**src/core/sss_pkg.sv**
```systemverilog
// sss_pkg: constants and carriers for frame-sync routing, straps and sync outputs
package sss_pkg;
    // timing
    localparam int CLK_PERIOD_NS = 10;
    localparam int FS8_PERIOD_NS = 125000;
    // register byte addresses
    localparam logic [5:0] A_SRC  = 6'h00;
    localparam logic [5:0] A_FMT  = 6'h04;
    localparam logic [5:0] A_OFQ  = 6'h08;
    localparam logic [5:0] A_STAT = 6'h0C;
    localparam logic [5:0] A_EXP0 = 6'h10;
    localparam int         N_EXP  = 5;
    // responses
    localparam logic [1:0] RESP_OK  = 2'h0;
    localparam logic [1:0] RESP_ERR = 2'h2;
    // source field top bits for the paired form 11XX
    localparam logic [1:0] SRC_PAIR = 2'h3;
    // sync source select: force low pair, force high pair, else follow selection
    localparam logic [1:0] SS_LOW  = 2'h1;
    localparam logic [1:0] SS_HIGH = 2'h2;
    // input clock index in ic_sync and the expected-frequency bank
    localparam int IX_CLK3 = 0;
    localparam int IX_CLK4 = 1;
    localparam int IX_CLK5 = 2;
    localparam int IX_CLK6 = 3;
    localparam int IX_CLK9 = 4;
    // strap codes of open pins (pull-ups/pull-downs)
    localparam logic [2:0] O3_OPEN = 3'h3;
    localparam logic [2:0] O6_OPEN = 3'h4;
    // expected frequencies in kHz
    localparam logic [19:0] EXP_8K   = 20'h00008;
    localparam logic [19:0] EXP_1944 = 20'h04BF0;
    localparam logic [19:0] EXP_RST [N_EXP] = '{EXP_8K, EXP_8K, EXP_1944, EXP_1944, EXP_1944};
    // measured sync rate codes
    localparam logic [1:0] R_NONE = 2'h0;
    localparam logic [1:0] R_2K   = 2'h1;
    localparam logic [1:0] R_4K   = 2'h2;
    localparam logic [1:0] R_8K   = 2'h3;
    localparam logic [19:0] CNT_MAX = 20'hFFFFF;
    // status field positions
    localparam int ST_RATE_LSB = 8;
    localparam int ST_SYNC_LSB = 16;

    typedef struct packed {
        logic [1:0] ssel;
        logic [3:0] src2;
        logic [3:0] src;
    } sss_src_t;

    typedef struct packed {
        logic [1:0] sf;
        logic       mf_pul;
        logic       mf_inv;
        logic       fo_pul;
        logic       fo_inv;
    } sss_fmt_t;

    localparam sss_src_t SRC_RST = 10'h000;
    localparam sss_fmt_t FMT_RST = 6'h00;
endpackage : sss_pkg

```
**src/core/sss_top.sv**
```systemverilog
// sss_top: frame-sync input routing, strap latch, sync outputs, AXI4-Lite registers
// Operation
// - source not 11XX: pin one is named input's sync
// - source 11XX: pin one pairs clock three/five
// - pin two used only for 11XX: clock four/six
// - shared pin three latched as out3 strap bit0
// - pin three syncs clock nine when second source 11XX
// - sync inputs accept 2, 4 or 8 kHz
// - out3 default from straps, open gives 19.44MHz
// - out6 default from straps, open gives 38.88MHz
// - two-bit field selects out6 signal format
// - 8kHz output default clock, invert/pulse bits
// - 2kHz output default clock, invert/pulse bits
// - clocks three, four expect 8kHz after reset
// - clocks five, six, nine expect 19.44MHz
// - reset puts every circuit at defaults
`timescale 1ns/1ps
`default_nettype none
module sss_top #(
    parameter int FS8_CYC = sss_pkg::FS8_PERIOD_NS / sss_pkg::CLK_PERIOD_NS
) (
    // clock and reset
    input  wire logic        clk,
    input  wire logic        rst_n,
    // axi4-lite write
    input  wire logic [5:0]  s_axi_awaddr,
    input  wire logic        s_axi_awvalid,
    output logic             s_axi_awready,
    input  wire logic [31:0] s_axi_wdata,
    input  wire logic [3:0]  s_axi_wstrb,
    input  wire logic        s_axi_wvalid,
    output logic             s_axi_wready,
    output logic [1:0]       s_axi_bresp,
    output logic             s_axi_bvalid,
    input  wire logic        s_axi_bready,
    // axi4-lite read
    input  wire logic [5:0]  s_axi_araddr,
    input  wire logic        s_axi_arvalid,
    output logic             s_axi_arready,
    output logic [31:0]      s_axi_rdata,
    output logic [1:0]       s_axi_rresp,
    output logic             s_axi_rvalid,
    input  wire logic        s_axi_rready,
    // pins
    input  wire logic        frame_sync_in_one,
    input  wire logic        frame_sync_in_two,
    input  wire logic        frame_sync_in_three,
    input  wire logic [1:0]  out3_freq_straps_hi,
    input  wire logic [2:0]  out6_freq_straps,
    input  wire logic        ref_sel_hi,
    // routed syncs and outputs
    output logic             ext_sync,
    output logic [4:0]       ic_sync,
    output logic [2:0]       out3_freq_sel,
    output logic [2:0]       out6_freq_sel,
    output logic [1:0]       out6_signal_format,
    output logic             frame_sync_out,
    output logic             multiframe_sync_out
);
    localparam logic [19:0] FS8_LEN = 20'(FS8_CYC);
    localparam logic [19:0] FS8_HALF = 20'(FS8_CYC / 2);
    localparam logic [19:0] F8_LO = 20'(FS8_CYC * 3 / 4);
    localparam logic [19:0] F4_LO = 20'(FS8_CYC * 3 / 2);
    localparam logic [19:0] F2_LO = 20'(FS8_CYC * 3);
    localparam logic [19:0] F2_HI = 20'(FS8_CYC * 5);

    function automatic logic [31:0] wm(input logic [31:0] o, input logic [31:0] d, input logic [3:0] s);
        logic [31:0] r;
        r = o;
        for (int b = 0; b < 4; b++)
        begin
            if (s[b])
                r[8*b +: 8] = d[8*b +: 8];
        end
        return r;
    endfunction : wm

    // bus and register state
    logic aw_got_reg, aw_got_next, w_got_reg, w_got_next;
    logic [5:0] awa_reg, awa_next;
    logic [31:0] wd_reg, wd_next, rd_reg, rd_next;
    logic [3:0] ws_reg, ws_next;
    logic bv_reg, bv_next, rv_reg, rv_next;
    logic [1:0] bresp_reg, bresp_next, rresp_reg, rresp_next;
    sss_pkg::sss_src_t src_reg, src_next;
    sss_pkg::sss_fmt_t fmt_reg, fmt_next;
    logic [2:0] of3_reg, of3_next, of6_reg, of6_next;
    logic [19:0] exp_reg [sss_pkg::N_EXP];
    logic [19:0] exp_next [sss_pkg::N_EXP];
    logic [2:0] strap3_reg, strap3_next, strap6_reg, strap6_next;
    logic cap_reg, cap_next;
    logic [4:0] ic_sync_reg, ic_sync_next;
    logic ext_reg, ext_next;
    logic [1:0] rate [3];
    logic [2:0] sin;
    logic hit;

    assign s_axi_awready = !aw_got_reg && !bv_reg;
    assign s_axi_wready = !w_got_reg && !bv_reg;
    assign s_axi_arready = !rv_reg;
    assign s_axi_bvalid = bv_reg;
    assign s_axi_bresp = bresp_reg;
    assign s_axi_rvalid = rv_reg;
    assign s_axi_rdata = rd_reg;
    assign s_axi_rresp = rresp_reg;

    always_comb
    begin
        aw_got_next = aw_got_reg;
        w_got_next = w_got_reg;
        awa_next = awa_reg;
        wd_next = wd_reg;
        ws_next = ws_reg;
        bv_next = bv_reg;
        bresp_next = bresp_reg;
        rv_next = rv_reg;
        rd_next = rd_reg;
        rresp_next = rresp_reg;
        src_next = src_reg;
        fmt_next = fmt_reg;
        of3_next = of3_reg;
        of6_next = of6_reg;
        exp_next = exp_reg;
        strap3_next = strap3_reg;
        strap6_next = strap6_reg;
        cap_next = 1'b1;
        hit = 1'b0;
        if (s_axi_awvalid && s_axi_awready)
        begin
            aw_got_next = 1'b1;
            awa_next = s_axi_awaddr;
        end
        if (s_axi_wvalid && s_axi_wready)
        begin
            w_got_next = 1'b1;
            wd_next = s_axi_wdata;
            ws_next = s_axi_wstrb;
        end
        if (bv_reg && s_axi_bready)
            bv_next = 1'b0;
        // write commits one cycle after both halves are held
        if (aw_got_reg && w_got_reg)
        begin
            aw_got_next = 1'b0;
            w_got_next = 1'b0;
            bv_next = 1'b1;
            bresp_next = sss_pkg::RESP_OK;
            for (int i = 0; i < sss_pkg::N_EXP; i++)
            begin
                if (awa_reg == sss_pkg::A_EXP0 + 6'(4 * i))
                begin
                    exp_next[i] = 20'(wm({12'h000, exp_reg[i]}, wd_reg, ws_reg));
                    hit = 1'b1;
                end
            end
            case (awa_reg)
                sss_pkg::A_SRC: src_next = 10'(wm({22'h0, src_reg}, wd_reg, ws_reg));
                sss_pkg::A_FMT: fmt_next = 6'(wm({26'h0, fmt_reg}, wd_reg, ws_reg));
                sss_pkg::A_OFQ:
                begin
                    of3_next = 3'(wm(32'h0, wd_reg, ws_reg));
                    of6_next = 3'(wm(32'h0, wd_reg, ws_reg) >> 4);
                    if (!ws_reg[0])
                    begin
                        of3_next = of3_reg;
                        of6_next = of6_reg;
                    end
                end
                sss_pkg::A_STAT: ;
                default: if (!hit) bresp_next = sss_pkg::RESP_ERR;
            endcase
        end
        if (rv_reg && s_axi_rready)
            rv_next = 1'b0;
        if (s_axi_arvalid && s_axi_arready)
        begin
            rv_next = 1'b1;
            rd_next = 32'h0000_0000;
            rresp_next = sss_pkg::RESP_OK;
            case (s_axi_araddr)
                sss_pkg::A_SRC: rd_next[9:0] = src_reg;
                sss_pkg::A_FMT: rd_next[5:0] = fmt_reg;
                sss_pkg::A_OFQ: rd_next[6:0] = {of6_reg, 1'b0, of3_reg};
                sss_pkg::A_STAT: rd_next = {11'h000, ic_sync_reg, 2'h0, rate[2], rate[1], rate[0],
                                            cap_reg, strap6_reg, 1'b0, strap3_reg};
                default:
                begin
                    rresp_next = sss_pkg::RESP_ERR;
                    for (int i = 0; i < sss_pkg::N_EXP; i++)
                    begin
                        if (s_axi_araddr == sss_pkg::A_EXP0 + 6'(4 * i))
                        begin
                            rd_next = {12'h000, exp_reg[i]};
                            rresp_next = sss_pkg::RESP_OK;
                        end
                    end
                end
            endcase
        end
        // straps sampled in the first cycle after release; outranks a racing write
        if (!cap_reg)
        begin
            strap3_next = {out3_freq_straps_hi, frame_sync_in_three};
            strap6_next = out6_freq_straps;
            of3_next = {out3_freq_straps_hi, frame_sync_in_three};
            of6_next = out6_freq_straps;
        end
    end

    always_ff @(posedge clk)
    begin
        if (!rst_n)
        begin
            aw_got_reg <= 1'b0;
            w_got_reg <= 1'b0;
            awa_reg <= 6'h00;
            wd_reg <= 32'h0000_0000;
            ws_reg <= 4'h0;
            bv_reg <= 1'b0;
            bresp_reg <= sss_pkg::RESP_OK;
            rv_reg <= 1'b0;
            rd_reg <= 32'h0000_0000;
            rresp_reg <= sss_pkg::RESP_OK;
            src_reg <= sss_pkg::SRC_RST;
            fmt_reg <= sss_pkg::FMT_RST;
            of3_reg <= sss_pkg::O3_OPEN;
            of6_reg <= sss_pkg::O6_OPEN;
            exp_reg <= sss_pkg::EXP_RST;
            strap3_reg <= sss_pkg::O3_OPEN;
            strap6_reg <= sss_pkg::O6_OPEN;
            cap_reg <= 1'b0;
        end
        else
        begin
            aw_got_reg <= aw_got_next;
            w_got_reg <= w_got_next;
            awa_reg <= awa_next;
            wd_reg <= wd_next;
            ws_reg <= ws_next;
            bv_reg <= bv_next;
            bresp_reg <= bresp_next;
            rv_reg <= rv_next;
            rd_reg <= rd_next;
            rresp_reg <= rresp_next;
            src_reg <= src_next;
            fmt_reg <= fmt_next;
            of3_reg <= of3_next;
            of6_reg <= of6_next;
            exp_reg <= exp_next;
            strap3_reg <= strap3_next;
            strap6_reg <= strap6_next;
            cap_reg <= cap_next;
        end
    end

    // sync pin routing
    logic pair1, pair2, use_hi;
    always_comb
    begin
        pair1 = src_reg.src[3:2] == sss_pkg::SRC_PAIR;
        pair2 = src_reg.src2[3:2] == sss_pkg::SRC_PAIR;
        use_hi = (src_reg.ssel == sss_pkg::SS_HIGH) || (src_reg.ssel != sss_pkg::SS_LOW && ref_sel_hi);
        ext_next = !pair1 && frame_sync_in_one;
        ic_sync_next = 5'h00;
        ic_sync_next[sss_pkg::IX_CLK3] = pair1 && !use_hi && frame_sync_in_one;
        ic_sync_next[sss_pkg::IX_CLK5] = pair1 && use_hi && frame_sync_in_one;
        ic_sync_next[sss_pkg::IX_CLK4] = pair1 && !use_hi && frame_sync_in_two;
        ic_sync_next[sss_pkg::IX_CLK6] = pair1 && use_hi && frame_sync_in_two;
        // the shared pin is still a strap until capture is done
        ic_sync_next[sss_pkg::IX_CLK9] = cap_reg && pair2 && frame_sync_in_three;
    end

    always_ff @(posedge clk)
    begin
        if (!rst_n)
        begin
            ext_reg <= 1'b0;
            ic_sync_reg <= 5'h00;
        end
        else
        begin
            ext_reg <= ext_next;
            ic_sync_reg <= ic_sync_next;
        end
    end

    assign ext_sync = ext_reg;
    assign ic_sync = ic_sync_reg;
    assign out3_freq_sel = of3_reg;
    assign out6_freq_sel = of6_reg;
    assign out6_signal_format = fmt_reg.sf;

    // sync rate measurement, one per input pin
    assign sin = {frame_sync_in_three, frame_sync_in_two, frame_sync_in_one};
    for (genvar g = 0; g < 3; g++)
    begin : g_rate
        logic prev_reg, prev_next;
        logic [19:0] per_reg, per_next;
        logic [1:0] rate_reg, rate_next;
        always_comb
        begin
            prev_next = sin[g];
            per_next = (per_reg == sss_pkg::CNT_MAX) ? per_reg : per_reg + 20'h00001;
            rate_next = rate_reg;
            if (sin[g] && !prev_reg)
            begin
                per_next = 20'h00001;
                if (per_reg < F8_LO || per_reg > F2_HI)
                    rate_next = sss_pkg::R_NONE;
                else if (per_reg < F4_LO)
                    rate_next = sss_pkg::R_8K;
                else if (per_reg < F2_LO)
                    rate_next = sss_pkg::R_4K;
                else
                    rate_next = sss_pkg::R_2K;
            end
            else if (per_reg > F2_HI)
                rate_next = sss_pkg::R_NONE;
        end
        always_ff @(posedge clk)
        begin
            if (!rst_n)
            begin
                prev_reg <= 1'b0;
                per_reg <= 20'h00000;
                rate_reg <= sss_pkg::R_NONE;
            end
            else
            begin
                prev_reg <= prev_next;
                per_reg <= per_next;
                rate_reg <= rate_next;
            end
        end
        assign rate[g] = rate_reg;
    end

    // 8kHz and 2kHz sync outputs
    logic [19:0] fs_cnt_reg, fs_cnt_next;
    logic [1:0] mf_q_reg, mf_q_next;
    logic fso_reg, fso_next, mfo_reg, mfo_next;
    always_comb
    begin
        fs_cnt_next = (fs_cnt_reg == FS8_LEN - 20'h00001) ? 20'h00000 : fs_cnt_reg + 20'h00001;
        mf_q_next = (fs_cnt_next == 20'h00000) ? mf_q_reg + 2'h1 : mf_q_reg;
        // pulse form is one master-clock period wide at the frame start
        fso_next = fmt_reg.fo_pul ? (fs_cnt_next == 20'h00000) : (fs_cnt_next < FS8_HALF);
        fso_next = fso_next ^ fmt_reg.fo_inv;
        mfo_next = fmt_reg.mf_pul ? (fs_cnt_next == 20'h00000 && mf_q_next == 2'h0)
                                  : (mf_q_next < 2'h2);
        mfo_next = mfo_next ^ fmt_reg.mf_inv;
    end

    always_ff @(posedge clk)
    begin
        if (!rst_n)
        begin
            fs_cnt_reg <= 20'h00000;
            mf_q_reg <= 2'h0;
            fso_reg <= 1'b0;
            mfo_reg <= 1'b0;
        end
        else
        begin
            fs_cnt_reg <= fs_cnt_next;
            mf_q_reg <= mf_q_next;
            fso_reg <= fso_next;
            mfo_reg <= mfo_next;
        end
    end

    assign frame_sync_out = fso_reg;
    assign multiframe_sync_out = mfo_reg;
endmodule : sss_top
`default_nettype wire

```
**config.mk**
```make
export PLATFORM = sky130hd
export DESIGN_NAME = sss_top
export DESIGN_NICKNAME = d
export VERILOG_FILES = /design/src/core/sss_pkg.sv /design/src/core/sss_top.sv
export SDC_FILE = /design/constraint.sdc
export NUM_CORES = 1
export LEC_CHECK = 0
export BUFFER_PORTS_ARGS = -buffer_cell sky130_fd_sc_hd__buf_4
export CAP_MARGIN = 10
export CORE_MARGIN = 2
export CORE_UTILIZATION = 59
export CTS_BUF_LIST = sky130_fd_sc_hd__clkbuf_16
export DETAILED_ROUTE_END_ITERATION = 6
export MAX_ROUTING_LAYER = met4
export PLACE_DENSITY = 0.79
export SYNTH_ARGS = -nofsm -noshare
export SYNTH_HDL_FRONTEND = slang
export SYNTH_SLANG_ARGS = --single-unit
```
**constraint.sdc**
```tcl
create_clock -name clk -period 3 [get_ports clk]
set_input_delay 0.3 -clock clk [delete_from_list [all_inputs] [get_ports clk]]
set_output_delay 0.3 -clock clk [all_outputs]
set_load 0.005 [all_outputs]
```
**Yosys cells after proc, flatten, opt, wreduce, memory -nomap -nowiden**

Index checks and enable logic that the tools add are counted.

- Register bits: 297
- Bits in latches: 0
- Memory bits (writable): 0
- Bits in read-only memories: 0
- Output and inout bits: 57
- Logic and storage cells: 240
- Memories kept: 0

- Add/subtract/negate cells: 5
- Multiply operators: 0
- Div/mod/pow operators: 0
- Magnitude comparators: 14
- Eq/ne operators: 30
- Shift-type cells: 0
- Multiplexer cells: 61
- Bitwise gates (word level): 3
- Reduce and logical (&&, ||, !) cells: 71

Operators with widths:

| operator | number |
|---|---|
| $mux W32 | 4 |
| $add A20 B1 Y20 const B | 4 |
| $eq A20 B20 Y1 const B | 3 |
| $gt A20 B16 Y1 const B | 3 |
| $lt A20 B14 Y1 const B | 3 |
| $lt A20 B15 Y1 const B | 3 |
| $lt A20 B16 Y1 const B | 3 |
| $reduce_and A3 Y1 | 19 |
| $eq A6 B5 Y1 const B | 8 |
| $mux W2 | 24 |
| $pmux W22 S2 | 1 |
| $mux W20 | 2 |
| $eq A6 B4 Y1 const B | 4 |
| $mux W3 | 8 |
| $pmux W6 S4 | 1 |
| $logic_and A1 B1 Y1 | 22 |
| $eq A20 B14 Y1 const B | 1 |
| $logic_not A20 Y1 | 1 |
| $lt A20 B13 Y1 const B | 1 |
| $mux W1 | 19 |
| $eq A6 B3 Y1 const B | 2 |
| $eq A6 B6 Y1 const B | 2 |
| $logic_not A6 Y1 | 2 |
| $ne A2 B1 Y1 const B | 6 |
| 15 further kinds | 38 |

**Longest topological paths before layout**

- Depth after elaboration: 9
- Mapped depth: 9
- Depth with buffers taken out: 9

**Worst setup path after synthesis**

Ideal clock, no wire load.

- Path type: register to register
- Start: reg fs_cnt_reg[0]
- End: reg fso_reg, in the netlist frame_sync_out
- Setup time: 122 ps
- Arrival time: 2,104 ps
- Slack: 774 ps
- Stages on the path, launching flop included: 10
- Period minus slack after synthesis: 2,226 ps
- Path through: dfxtp_1 > ha_1 > clkbuf_1 > nand2_1 > nor4_1 > xnor2_1 > nand4_1 > a211oi_2 > o221ai_2 > mux2i_1

- Word-level cells in the longest chain between the ends: 5

RTL lines:

| what | RTL line | text |
|---|---|---|
| start: declaration | sss_top.sv:339 | `logic [19:0] fs_cnt_reg, fs_cnt_next;` |
| start signal: assignment | sss_top.sv:365 | `fs_cnt_reg <= fs_cnt_next;` |
| $add A20 B1 Y20 or $eq A20 B14 Y1 (tied branches) | sss_top.sv:344 | `fs_cnt_next = (fs_cnt_reg == FS8_LEN - 20'h00001) ? 20'h00000 : fs_cnt_reg + 20'h00001;` |
| $mux W20 (*) | sss_top.sv:344 |  |
| $lt A20 B13 Y1 or $logic_not A20 Y1 (tied branches) | sss_top.sv:347 | `fso_next = fmt_reg.fo_pul ? (fs_cnt_next == 20'h00000) : (fs_cnt_next < FS8_HALF);` |
| $mux W1 (*) | sss_top.sv:347 |  |
| $xor A1 B1 Y1 (*) | sss_top.sv:348 | `fso_next = fso_next ^ fmt_reg.fo_inv;` |
| end signal: assignment | sss_top.sv:367 | `fso_reg <= fso_next;` |
| end: declaration | sss_top.sv:341 | `logic fso_reg, fso_next, mfo_reg, mfo_next;` |

Mark *: on every way between the ends. The rest lies on a longest branch, timed or not.
A chain may end at the register's enable or synchronous reset.

**Worst setup path after layout**

- Start: reg fs_cnt_reg[3]
- End: reg mf_q_reg[1]

- Word-level cells in the longest chain between the ends: 4

RTL lines:

| what | RTL line | text |
|---|---|---|
| $add A20 B1 Y20 or $eq A20 B14 Y1 (tied branches) | sss_top.sv:344 |  |
| $mux W20 (*) | sss_top.sv:344 |  |
| $logic_not A20 Y1 (*) | sss_top.sv:345 | `mf_q_next = (fs_cnt_next == 20'h00000) ? mf_q_reg + 2'h1 : mf_q_reg;` |
| $mux W2 (*) | sss_top.sv:345 |  |
| end signal: assignment | sss_top.sv:366 | `mf_q_reg <= mf_q_next;` |
| end: declaration | sss_top.sv:340 | `logic [1:0] mf_q_reg, mf_q_next;` |

Marks and branches as above.

==> impl_metrics.py <==
metrics = {
    "detailed_routing": {
        "wirelength_met1_microns": 14300,
        "first_iter_violations": 887,
        "postRouteAntennaNets": 0,
        "routed_via_density": 6.00,
        "dr.pass1.iters": 6,
        "drt_wl_total_microns": 33200,
        "drcViolationCount": 0,
        "wl_met2_microns": 16000,
        "num_vias": 11400,
        "route.met3.wl_microns": 1950,
        "wl_per_cell_microns": 17.4,
        "top_layer": "met4",
    },
    "timing": {
        "period_share_pct": 87.9,
        "finalSetupViolations": 0,
        "fin_crit_ns": 2.64,
        "setup_tns_ns": 0,
        "timing.final.hold_violations": 0,
        "relSlewSlack_pct": 42.2,
        "grt_setup_unrepaired": "no",
        "report.final.slew_viol_count": 0,
        "fmax_mhz": 379,
        "clock_skew_ns": 0.0208,
        "tightest_slew_ns": 0.866,
    },
    "critical_path": {
        "slowest_delay_ns": 0.56,
        "reg2reg_to": "mf_q_reg[1]$_SDFF_PN0_",
        "worst-path-buf-inv": 0,
        "worstSetupPathType": "register to register",
        "cp_max_fo": 10,
        "r2r_slack_ns": 0.36,
        "reg2reg_from": "fs_cnt_reg[3]$_SDFF_PN0_",
        "path_cells": "nand4_4 > nor4_4 > xor2_1 > a211o_1 > a211oi_2 > a31o_1 > a21oi_2",
        "critical_path_arrival_ns": 3.05,
        "start_kind": "register",
        "end_kind": "register",
        "crit_slowest_cell": "dfxtp_1",
        "critPathRequiredTime_ns": 3.41,
        "path_delay_family": "compound AO/OA/AOI/OAI gates",
        "r2r_cells": 7,
    },
    "cts": {
        "h-tree-depth": 1,
        "clkTransAtPathRegs_ns": 0.06,
        "cts_hold_buffers": 23,
        "cts_setup_buffers": 0,
        "root_buffer": "clkbuf_16",
        "cts_buffer_depth": 3,
        "clk_latency_ns": 0.56,
        "cts_inserted_buffers": 29,
        "cts_tree": "done",
        "cts_resized": 0,
        "clkSinkCount": 284,
    },
    "placed_design": {
        "gp_congestion": 0.888,
        "io_buffer_count": 94,
        "dpl.hpwl_microns": 21700,
    },
    "yosys": {
        "synth_area_leaders": "dfxtp_1 (45%), nand2_1 (6.8%), mux2i_1 (5.7%), nor2_1 (5.2%), a21oi_1 (4.8%)",
        "syn_inst": 1534,
        "synth_seq_cells": 284,
        "syn_avg_cell_area_sq_um": 8.32,
        "synthSimpleGateAreaFrac_pct": 24.7,
        "seq_area_frac_synth_pct": 44.5,
        "yosysTopAreaCellShare_pct": 44.5,
        "synthMuxAreaShare_pct": 5.90,
        "synth_edf_count": 0,
        "synthFlopType": "dfxtp_1",
        "synth_top_family_by_area": "simple AND/OR/NAND/NOR gates",
        "synth_compound_area_share_pct": 15.3,
        "syn_area_sq_um": 12800,
        "synth-adder-area-share_pct": 0.686,
        "yosysUniqueCellTypes": 77,
        "yosys_warnings": 0,
        "synth_top_cell_by_area": "dfxtp_1",
        "synthArstFlopShare_pct": 0,
        "synth_xor_area_share_pct": 4.53,
    },
    "final_layout": {
        "register_area_sq_um": 5690,
        "num_antenna_cells": 0,
        "multiInputGateArea_sq_um": 6580,
        "fin_util_pct": 70.2,
        "drive_above_1_share_pct": 11.1,
        "area_growth_pct": 16.4,
        "final_nets": 1678,
        "fill_cells": 1638,
        "largest_reg_flops": 100,
        "final_common_cell": "dfxtp_1",
        "mostFrequentLayoutCells": "dfxtp_1 (284), nand2_1 (230), nor2_1 (177)",
    },
    "grt": {
        "track_usage_pct": 29.9,
        "grt_max_degree": 85,
        "grt_pass1_vias": 10700,
        "antenna_found_initial": 0,
        "gr-total-overflow": 0,
        "grt_pass1_wl_microns": 53700,
    },
    "die": {
        "dieArea_sq_um": 22800,
        "initial_core_util_pct": 60.3,
        "placementRows": 53,
        "io_pins": 121,
        "fp.dieW_microns": 151,
        "die_height_microns": 151,
        "core_sq_um": 21200,
    },
    "hold_path": {
        "hp-class": "input pin to register",
        "hp-start": "s_axi_wdata[15]",
        "whs_endpoint": "wd_reg[15]$_SDFFE_PN0P_",
        "hold_depth": 3,
    },
    "power": {
        "fin_total_pwr_mw": 8.38,
        "powerDensity_nw_per_um2": 564,
        "ir_drop_uv": 471,
        "power.leakage_nw": 5.87,
    },
    "job": {
        "drv_cap": 0,
    },
    "run_status": {
        "status": "complete, no violations",
    },
}
-- Yosys cell counts, types with 14 or more instances --
master    number
nand2_1      230
mux2i_1       73
dfxtp_1      284
nand2b_1      14
and3_1        31
a21oi_1      122
a31oi_1       22
xor2_1        39
nor3_1        23
clkbuf_1      86
inv_1         18
xnor2_1       27
a22oi_1       30
buf_4         15
o21ai_0       33
nor2_1       177
a221oi_1      18
nand3_1       95
nand4_1       31
-- worst max-delay path by stage --
stage	from	endpoint	slack [ns]	depth (start not counted)
2_1_floorplan	fs_cnt_reg[0]$_SDFF_PN0_	frame_sync_out$_SDFF_PN0_	0.77	9
5_1_grt	fs_cnt_reg[3]$_SDFF_PN0_	mf_q_reg[1]$_SDFF_PN0_	0.11	7
4_1_cts	fs_cnt_reg[3]$_SDFF_PN0_	mf_q_reg[1]$_SDFF_PN0_	0.37	7
6_report	fs_cnt_reg[3]$_SDFF_PN0_	mf_q_reg[1]$_SDFF_PN0_	0.36	7
3_3_place_gp	fs_cnt_reg[3]$_SDFF_PN0_	mf_q_reg[1]$_SDFF_PN0_	0.48	7
3_5_place_dp	fs_cnt_reg[3]$_SDFF_PN0_	mf_q_reg[1]$_SDFF_PN0_	0.40	7
-- worst min-delay path, stage by stage --
cell and delay (ns):
buf_4 0.11, nand2_1 0.04, a21oi_1 0.06
-- final cells by class --
class | count | area share [%]
timing repair buffer | 141 | 7.68
clock inverter | 25 | 2.05
tap | 275 | 2.32
sequential | 284 | 38.3
clock buffer | 29 | 4.88
multi-input combinational | 1132 | 44.3
inverter | 19 | 0.497
-- power by group --
group	switching, mW	leakage (nW)	internal, mW
Clock	1.53	0.499	2.36
Sequential	0.109	2.30	3.85
Combinational	0.297	3.06	0.231
Total	1.94	5.87	6.45
-- through the flow --
step,std cells,hold WS (ns),area (sq um),worst slack (ns)
finish,1905,0.00930,14900,0.364
global placement,1828,0.440,13600,0.483
CTS,1905,0.000793,14900,0.374
global route,1905,0.0120,14900,0.115
detailed placement,1828,0.444,13600,0.405
floorplan,1546,0.328,12800,0.774
-- metal layers --
layer | vias to the layer above | GRT usage (%)
li1 | 5541 | -
met1 | 5438 | 38.1
met2 | 389 | 50.2
met3 | 63 | 3.43
met4 | 0 | 9.16
met5 | - | -
-- cells by family after synthesis --
| logic type | after synthesis |
|---|---|
| AO/OA/AOI/OAI | 301 |
| XOR/XNOR | 66 |
| adder cells (fa/ha/maj) | 7 |
| buffers and inverters | 130 |
| flip-flops | 284 |
| multiplexers | 74 |
| other | 1 |
| AND/OR/NAND/NOR | 671 |
Power figures use the tool's default switching activity.
